--- src/hdl/sesf_pkg.sv ---
package sesf_pkg;
   // ***********************************************************
   // Register map (byte addresses, index times four)
   // ***********************************************************
   localparam logic [7:0] SESF_IDX_CNT0 = 8'h00;
   localparam logic [7:0] SESF_IDX_CNT1 = 8'h01;
   localparam logic [7:0] SESF_IDX_CNT2 = 8'h02;
   localparam logic [7:0] SESF_IDX_MASK0 = 8'h03;
   localparam logic [7:0] SESF_IDX_MASK1 = 8'h06;
   localparam logic [7:0] SESF_IDX_STAT0 = 8'h07;
   localparam logic [7:0] SESF_IDX_STAT1 = 8'h08;
   localparam logic [7:0] SESF_IDX_SIGNAL = 8'h09;
   localparam logic [7:0] SESF_IDX_CTRL = 8'h0A;
   localparam logic [7:0] SESF_IDX_CTRL0 = 8'h07;

   // ***********************************************************
   // Field positions
   // ***********************************************************
   localparam int SESF_ST_CNT_ZERO = 0;
   localparam int SESF_ST_PHASE_ATN = 1;
   localparam int SESF_ST_REQ_SEEN = 2;
   localparam int SESF_ST_PARITY = 3;
   localparam int SESF_ST_BUS_FREE = 4;
   localparam int SESF_ST_WRONG_PHASE = 5;
   localparam int SESF_ST1_ERROR = 4;
   localparam int SESF_M0_AUTO_ATTENTION_ON_PARITY = 4;
   localparam int SESF_M0_ERR_EN = 4;
   localparam int SESF_M1_PARITY_EN = 1;
   localparam int SESF_M1_BUS_FREE_EN = 2;
   localparam int SESF_M1_REQ_EN = 6;
   localparam int SESF_CTRL_TARGET = 0;

   // ***********************************************************
   // Reset values
   // ***********************************************************
   localparam logic [7:0] SESF_RST_CNT = 8'h00;
   localparam logic [7:0] SESF_RST_MASK = 8'h00;
   localparam logic [2:0] SESF_RST_PHASE = 3'h0;
   localparam logic [7:0] SESF_RST_CTRL = 8'h00;
endpackage

--- src/hdl/sesf_flags.sv ---
`timescale 1ns/1ps
// What this block does
// - Count-zero flag set when all count bytes zero
// - Loading a nonzero count clears count-zero flag
// - Initiator: phase line change sets phase flag
// - Initiator: ACK assertion clears phase flag
// - Target: ATN assertion sets phase flag
// - Cause-specific status flags set error summary
// - Initiator: REQ assertion sets request-seen flag
// - ACK assertion clears request-seen flag
// - Target: request-seen flag unused
// - Enabled parity error raises interrupt, flag, summary
// - Initiator keeps transferring after parity error
// - Initiator: auto-attention drives ATN on parity error
// - Writing parity enable zero clears parity flag
// - Bus free phase sets bus-free flag
// - Writing bus-free enable zero clears flag
// - Bus-free or mismatch also sets summary bit
// - Initiator: REQ with wrong phase sets mismatch
// - Writing matching expected phase clears mismatch
// - Request-seen flag sits at bit two
module sesf_flags #(
   parameter int ADDR_W = 8
)(
   input wire logic clock_i,
   input wire logic rst_i,
   input wire logic wb_cyc_i,
   input wire logic wb_stb_i,
   input wire logic wb_we_i,
   input wire logic [ADDR_W-1:0] wb_adr_i,
   input wire logic [3:0] wb_sel_i,
   input wire logic [31:0] wb_dat_i,
   output logic [31:0] wb_dat_o,
   output logic wb_ack_o,
   input wire logic scsi_req_i,
   input wire logic scsi_ack_i,
   input wire logic scsi_atn_i,
   input wire logic scsi_bsy_i,
   input wire logic scsi_sel_i,
   input wire logic [2:0] scsi_phase_i,
   input wire logic parity_err_i,
   output logic scsi_atn_o,
   output logic scsi_atn_oe_o,
   output logic int_o
);
   // Index must fit the eight-bit register decode
   if (ADDR_W < 6 || ADDR_W > 10)
   begin : g_bad_addr_w
      $error("ADDR_W outside the range the decode serves");
   end

   // ***********************************************************
   // Bus decode
   // ***********************************************************
   logic [7:0] idx;
   logic acc;
   logic wr;
   logic ack_q;
   assign idx = 8'(wb_adr_i[ADDR_W-1:2]);
   assign acc = wb_cyc_i && wb_stb_i && !ack_q;
   assign wr = acc && wb_we_i && wb_sel_i[0];

   // Registered ack after one wait state, dropped the cycle after
   always_ff @(posedge clock_i or posedge rst_i)
   begin
      if (rst_i)
         ack_q <= 1'b0;
      else
         ack_q <= acc;
   end
   assign wb_ack_o = ack_q;

   // ***********************************************************
   // Software registers
   // ***********************************************************
   logic [7:0] cnt_q [3];
   logic [7:0] mask0_q;
   logic [7:0] mask1_q;
   logic [2:0] exp_phase_q;
   logic [7:0] ctrl_q;
   logic cnt_load;
   logic phase_wr;
   logic par_clr;
   logic bf_clr;
   logic target;
   assign target = ctrl_q[sesf_pkg::SESF_CTRL_TARGET];

   // Transfer count bytes
   genvar g;
   generate
      for (g = 0; g < 3; g++)
      begin : g_cnt
         always_ff @(posedge clock_i or posedge rst_i)
         begin
            if (rst_i)
               cnt_q[g] <= sesf_pkg::SESF_RST_CNT;
            else if (wr && idx == sesf_pkg::SESF_IDX_CNT0 + 8'(g))
               cnt_q[g] <= wb_dat_i[7:0];
         end
      end
   endgenerate
   assign cnt_load = wr && idx <= sesf_pkg::SESF_IDX_CNT2;

   // Masks, expected phase, control
   always_ff @(posedge clock_i or posedge rst_i)
   begin
      if (rst_i)
      begin
         mask0_q <= sesf_pkg::SESF_RST_MASK;
         mask1_q <= sesf_pkg::SESF_RST_MASK;
         exp_phase_q <= sesf_pkg::SESF_RST_PHASE;
         ctrl_q <= sesf_pkg::SESF_RST_CTRL;
      end
      else if (wr)
      begin
         if (idx == sesf_pkg::SESF_IDX_MASK0)
            mask0_q <= wb_dat_i[7:0];
         if (idx == sesf_pkg::SESF_IDX_MASK1)
            mask1_q <= wb_dat_i[7:0];
         if (idx == sesf_pkg::SESF_IDX_SIGNAL)
            exp_phase_q <= wb_dat_i[2:0];
         if (idx == sesf_pkg::SESF_IDX_CTRL0 || idx == sesf_pkg::SESF_IDX_CTRL)
            ctrl_q <= wb_dat_i[7:0];
      end
   end

   assign phase_wr = wr && idx == sesf_pkg::SESF_IDX_SIGNAL;
   assign par_clr = wr && idx == sesf_pkg::SESF_IDX_MASK1
                    && !wb_dat_i[sesf_pkg::SESF_M1_PARITY_EN];
   assign bf_clr = wr && idx == sesf_pkg::SESF_IDX_MASK1
                   && !wb_dat_i[sesf_pkg::SESF_M1_BUS_FREE_EN];

   // ***********************************************************
   // Bus edge detection
   // ***********************************************************
   logic [2:0] phase_q;
   logic req_q;
   logic ack_in_q;
   logic atn_q;
   logic free_q;
   logic bus_free;
   assign bus_free = !scsi_bsy_i && !scsi_sel_i;

   // Previous samples of bus lines
   always_ff @(posedge clock_i or posedge rst_i)
   begin
      if (rst_i)
      begin
         phase_q <= 3'h0;
         req_q <= 1'b0;
         ack_in_q <= 1'b0;
         atn_q <= 1'b0;
         free_q <= 1'b0;
      end
      else
      begin
         phase_q <= scsi_phase_i;
         req_q <= scsi_req_i;
         ack_in_q <= scsi_ack_i;
         atn_q <= scsi_atn_i;
         free_q <= bus_free;
      end
   end

   logic phase_chg;
   logic req_rise;
   logic ack_rise;
   logic atn_rise;
   logic free_rise;
   assign phase_chg = phase_q != scsi_phase_i;
   assign req_rise = scsi_req_i && !req_q;
   assign ack_rise = scsi_ack_i && !ack_in_q;
   assign atn_rise = scsi_atn_i && !atn_q;
   assign free_rise = bus_free && !free_q;

   // ***********************************************************
   // Status flags
   // ***********************************************************
   logic cnt_zero;
   logic phase_q_flag;
   logic req_seen_q;
   logic par_q;
   logic bf_q;
   logic wrong_q;
   logic set_phase;
   logic set_req;
   logic set_par;
   logic set_wrong;
   logic [2:0] exp_now;
   assign cnt_zero = cnt_q[0] == 8'h00 && cnt_q[1] == 8'h00 && cnt_q[2] == 8'h00;
   assign set_phase = target ? atn_rise : phase_chg;
   assign set_req = !target && req_rise;
   assign set_par = parity_err_i && mask1_q[sesf_pkg::SESF_M1_PARITY_EN];
   // A phase write counts at once, so a matching write is never overruled by the set
   assign exp_now = phase_wr ? wb_dat_i[2:0] : exp_phase_q;
   assign set_wrong = !target && scsi_req_i && scsi_phase_i != exp_now;

   // Phase change or attention; set wins over ACK clear
   always_ff @(posedge clock_i or posedge rst_i)
   begin
      if (rst_i)
         phase_q_flag <= 1'b0;
      else if (set_phase)
         phase_q_flag <= 1'b1;
      else if (!target && ack_rise)
         phase_q_flag <= 1'b0;
   end

   // Request seen
   always_ff @(posedge clock_i or posedge rst_i)
   begin
      if (rst_i)
         req_seen_q <= 1'b0;
      else if (set_req)
         req_seen_q <= 1'b1;
      else if (ack_rise)
         req_seen_q <= 1'b0;
   end

   // Parity, bus free, wrong phase
   always_ff @(posedge clock_i or posedge rst_i)
   begin
      if (rst_i)
      begin
         par_q <= 1'b0;
         bf_q <= 1'b0;
         wrong_q <= 1'b0;
      end
      else
      begin
         if (set_par)
            par_q <= 1'b1;
         else if (par_clr)
            par_q <= 1'b0;
         if (free_rise)
            bf_q <= 1'b1;
         else if (bf_clr)
            bf_q <= 1'b0;
         if (set_wrong)
            wrong_q <= 1'b1;
         else if (phase_wr && wb_dat_i[2:0] == scsi_phase_i)
            wrong_q <= 1'b0;
      end
   end

   logic [7:0] status0;
   logic error_sum;
   // Status byte assembled from field positions
   always_comb
   begin
      status0 = 8'h00;
      status0[sesf_pkg::SESF_ST_CNT_ZERO] = cnt_zero;
      status0[sesf_pkg::SESF_ST_PHASE_ATN] = phase_q_flag;
      status0[sesf_pkg::SESF_ST_REQ_SEEN] = req_seen_q;
      status0[sesf_pkg::SESF_ST_PARITY] = par_q;
      status0[sesf_pkg::SESF_ST_BUS_FREE] = bf_q;
      status0[sesf_pkg::SESF_ST_WRONG_PHASE] = wrong_q;
   end
   assign error_sum = par_q || bf_q || wrong_q;

   // ***********************************************************
   // Auto attention and interrupt
   // ***********************************************************
   logic atn_drv_q;
   always_ff @(posedge clock_i or posedge rst_i)
   begin
      if (rst_i)
         atn_drv_q <= 1'b0;
      else if (!target && par_q && mask0_q[sesf_pkg::SESF_M0_AUTO_ATTENTION_ON_PARITY])
         atn_drv_q <= 1'b1;
      else if (!par_q)
         atn_drv_q <= 1'b0;
   end
   assign scsi_atn_o = atn_drv_q;
   assign scsi_atn_oe_o = atn_drv_q;
   assign int_o = error_sum || (req_seen_q && mask1_q[sesf_pkg::SESF_M1_REQ_EN]);

   // ***********************************************************
   // Read data
   // ***********************************************************
   logic [7:0] rd_d;
   logic [31:0] rdat_q;
   always_comb
   begin
      rd_d = 8'h00;
      case (idx)
         sesf_pkg::SESF_IDX_CNT0: rd_d = cnt_q[0];
         sesf_pkg::SESF_IDX_CNT1: rd_d = cnt_q[1];
         sesf_pkg::SESF_IDX_CNT2: rd_d = cnt_q[2];
         sesf_pkg::SESF_IDX_MASK0: rd_d = mask0_q;
         sesf_pkg::SESF_IDX_MASK1: rd_d = mask1_q;
         sesf_pkg::SESF_IDX_STAT0: rd_d = status0;
         sesf_pkg::SESF_IDX_STAT1: rd_d = 8'(error_sum) << sesf_pkg::SESF_ST1_ERROR;
         sesf_pkg::SESF_IDX_SIGNAL: rd_d = {5'h00, scsi_phase_i};
         sesf_pkg::SESF_IDX_CTRL: rd_d = ctrl_q;
         default: rd_d = 8'h00;
      endcase
   end

   // Registered read data
   always_ff @(posedge clock_i or posedge rst_i)
   begin
      if (rst_i)
         rdat_q <= 32'h0000_0000;
      else if (acc && !wb_we_i)
         rdat_q <= {24'h000000, rd_d};
   end
   assign wb_dat_o = rdat_q;
endmodule

--- config.mk ---
export PLATFORM = sky130hd
export DESIGN_NAME = sesf_flags
export DESIGN_NICKNAME = d
export VERILOG_FILES = /design/src/hdl/sesf_pkg.sv /design/src/hdl/sesf_flags.sv
export SDC_FILE = /design/constraint.sdc
export NUM_CORES = 1
export LEC_CHECK = 0
export BUFFER_PORTS_ARGS = -buffer_cell sky130_fd_sc_hd__buf_4
export CAP_MARGIN = 5
export CORE_AREA = 4 4 93 95
export CTS_BUF_LIST = sky130_fd_sc_hd__clkbuf_4
export CTS_CLUSTER_SIZE = 8
export DETAILED_ROUTE_END_ITERATION = 10
export DIE_AREA = 0 0 97 99
export PLACE_DENSITY = 0.78
export SKIP_CTS_REPAIR_TIMING = 1
export SLEW_MARGIN = 20
export SYNTH_ARGS = -nofsm -noshare
export SYNTH_HDL_FRONTEND = slang
export SYNTH_SLANG_ARGS = --single-unit
--- constraint.sdc ---
create_clock -name clock_i -period 2.8 [get_ports clock_i]
set_input_delay 0.28 -clock clock_i [delete_from_list [all_inputs] [get_ports clock_i]]
set_output_delay 0.28 -clock clock_i [all_outputs]
set_load 0.01 [all_outputs]
==> impl_results.md <==
- Status: complete, no violations
- EDFF count, synth: 0
- Slew @ Worst Pin: 676 ps
- Final GP Congestion: 0.886
- Yosys cell types: 48
- Crit path DAT: 2380 ps
- Via-per-instance ratio: 5.62
- Post-DP HPWL: 6.33 mm
- Initial DRC count: 251
- Max Cap Violations: 0
- Die Ht: roughly 100 um
- Clk_skew: 15.1 ps
- Synth Instances: between 200 and 300
- Non-Filler Instances: 462
- Cell count of the worst hold path: 1
- Die width: 97 um
- Total congestion overflow: 0
- Final Cell Area: 4240 um^2
- Largest net degree at the start of global routing: 30
- Clock sink count: 73
- Placed Area: 4000 um^2
- Cell count after placement: 440
- Max-Slew Margin vs Limit: 54.7%
- CP Cell Sequence: nand3b_4 > inv_1 > nand3_1 > nor3_2 > buf_4 > mux2_2
- Internal: 1.65 mW
- FFs w/ async S/R, synth: 100%
- First-pass GRT wire length: 14.0 mm
- Clock slew at reported path FFs: 120 ps
- Period utilisation layout: 74.4%
- Area Growth Syn to Fin: 16.7%
- Root Driver: clkbuf_4
- Via count: 2,596
- Fmax: 480 MHz
- Routed WL per cell: 19.2 um
- Critical path type: reg -> reg
- Cell area power density: 514 nW/um^2
- CTS tree: done
- CP peak stage delay: around 440 ps
- Ant. Diodes: 0
- Std cell rows: 32
- Min-Delay Path Class: in -> reg
- H-tree depth: 3
- GRT Total Usage: 18.7%
- Setup violators final: 0
- Clock latency on the worst-skew pair: 410 ps
- CP Data Required Time: 3100 ps
- Combined area of the multi-input logic cells: approximately 1600 um^2
- Longest Clk Path Bufs: 2
- Register area share after synthesis: 50.3%
- Initial Utilization: 47.0%
- Gate power share: 11.4%
- Setup TNS: 0 ps
- Peak supply drop: between 200 and 250 uV
- Post-Synthesis Cell Area: 3630 um^2
- Antenna violations before repair: 0
- Static leakage: around 2.0 nW
- Vias in the first global route: 2,663
- Share of layout cells above drive strength 1: 35.8%
- Crit-path max FO: 5
- # fillers: around 670
- Min Clock Period, post-route: about 2100 ps
- Switching power share of the total: 24.2%
- Fin. Hold Viols: 0
- Clock network fraction of design power: 36.7%
- Ys Warns: 0
- CP Capture Type: flip-flop
- DRT antenna net count: 0
- Nets: 414
- Drt first pass iters: 4
- Core area: 7730 um^2
- Most frequent cells in the layout: dfrtp_1 (73), mux2_2 (52), buf_4 (51)
- RSZ-0062 raised after global routing: false
- NetSw: 0.529 mW
- CTS buffer count: 9
- Final Max Tran Viols: 0
- Slowest stage cell, crit path: nor3_2
- Detailed Route WL: 8.85 mm
- Reg2Reg Depth: 6
- # DRC: 0
- Critical Path Start Type: flip-flop
- Core Util, Final: 54.9%
- I/O Buffers: 40
- #FFs+latches synth: 73
- Die area: 9600 um^2
- Commonest non-fill, non-tap cell in the layout: dfrtp_1
- Post-synth top flop: dfrtp_1
- Sequential power share: 51.9%
- Syn Area/Cell: 12.2 um^2
- Top Ports: 94
- Register Area: 1830 um^2
critical path, delay by kind of cell (launching register included):
family                 cells  cell delay [ps]
buffers and inverters      2              330
flip-flops                 1              410
multiplexers               1              330
AND/OR/NAND/NOR            3              880
synth_stat cells (all sizes together) (6+ instances only):
cell	count	area share, %
nand2b	7	1.2
a21oi	8	1.1
a31oi	6	1.0
nor4	8	2.2
dfrtp	73	50
a221oi	8	1.9
nor2	13	1.3
buf	32	6.2
xor2	6	1.4
nand2	9	0.93
nor3	13	2.5
mux2i	7	1.9
mux2	52	16
a22oi	8	1.7
cells by family (layout without fill, tap and decap cells):
| family | count (synthesis) | count (layout) | synth area share [%] |
|---|---|---|---|
| xor+xnor | 9 | 9 | 2.17 |
| compound gates | 51 | 51 | 10.3 |
| simple gates | 67 | 67 | 12.3 |
| buf+inv | 39 | 77 | 6.88 |
| other cells | 1 | 24 | 0.103 |
| flops | 73 | 73 | 50.3 |
| mux | 59 | 59 | 18.0 |
power by group through the flow:
stage | logic (mW) | registers (mW) | clock network, mW
2_1_floorplan | 0.157 | 1.15 | 0
3_3_place_gp | 0.232 | 1.15 | 0
3_5_place_dp | 0.240 | 1.15 | 0
4_1_cts | 0.240 | 1.13 | 0.815
5_1_grt | 0.271 | 1.14 | 0.859
6_report | 0.249 | 1.13 | 0.801
registers in the layout, indices dropped and copies added (netlist names):
register / flops
wb_dat_o: 8
ack_in_q: 1
atn_q: 1
wb_ack_o: 1
scsi_atn_o: 1
req_seen_q: 1
mask0_q: 8
bf_q: 1
phase_q_flag: 1
req_q: 1
par_q: 1
ctrl_q: 8
cnt_q: 24
exp_phase_q: 3
phase_q: 3
free_q: 1
wrong_q: 1
mask1_q: 8
through the flow:
stage          hold slack [ps]  setup WS, ps  power (mW)
6_report                  34.7           718        2.18
5_1_grt                  0.168           573        2.27
4_1_cts                  -79.1           714        2.19
3_5_place_dp               389           499        1.39
3_3_place_gp               376           562        1.38
2_1_floorplan              311           667        1.30
routing by layer:
| metal | GRT usage (%) | vias up | share of wire [%] |
|---|---|---|---|
| li1 | - | 1174 | - |
| met5 | 0 | - | 0 |
| met4 | 8.86 | 0 | 2.3 |
| met3 | 4.53 | 18 | 8.1 |
| met1 | 25.3 | 1274 | 41 |
| met2 | 28.2 | 130 | 48 |
layout make-up:
class	instances	area share, %
tap	102	3.01
clock buffer	9	1.59
timing repair buffer	58	10.7
sequential	73	43.1
clock inverter	6	2.54
multi-input combinational	210	38.8
inverter	4	0.354
final timing paths:
| path | from | slack, ps | endpoint |
|---|---|---|---|
| max | wb_ack_o$_DFF_PP0_ | 720 | mask0_q[1]$_DFFE_PP0P_ |
| min | scsi_phase_i[2] | 30 | phase_q[2]$_DFF_PP0_ |
| max reg2reg | wb_ack_o$_DFF_PP0_ | 720 | mask0_q[1]$_DFFE_PP0P_ |
| min reg2reg | req_q$_DFF_PP0_ | 450 | req_seen_q$_DFFE_PP0P_ |
| max in group asynchronous | rst_i | 1550 | cnt_q[1]$_DFFE_PP0P_ |
| min in group asynchronous | rst_i | 510 | phase_q[2]$_DFF_PP0_ |
No activity file was read; power rests on OpenSTA's default activity.
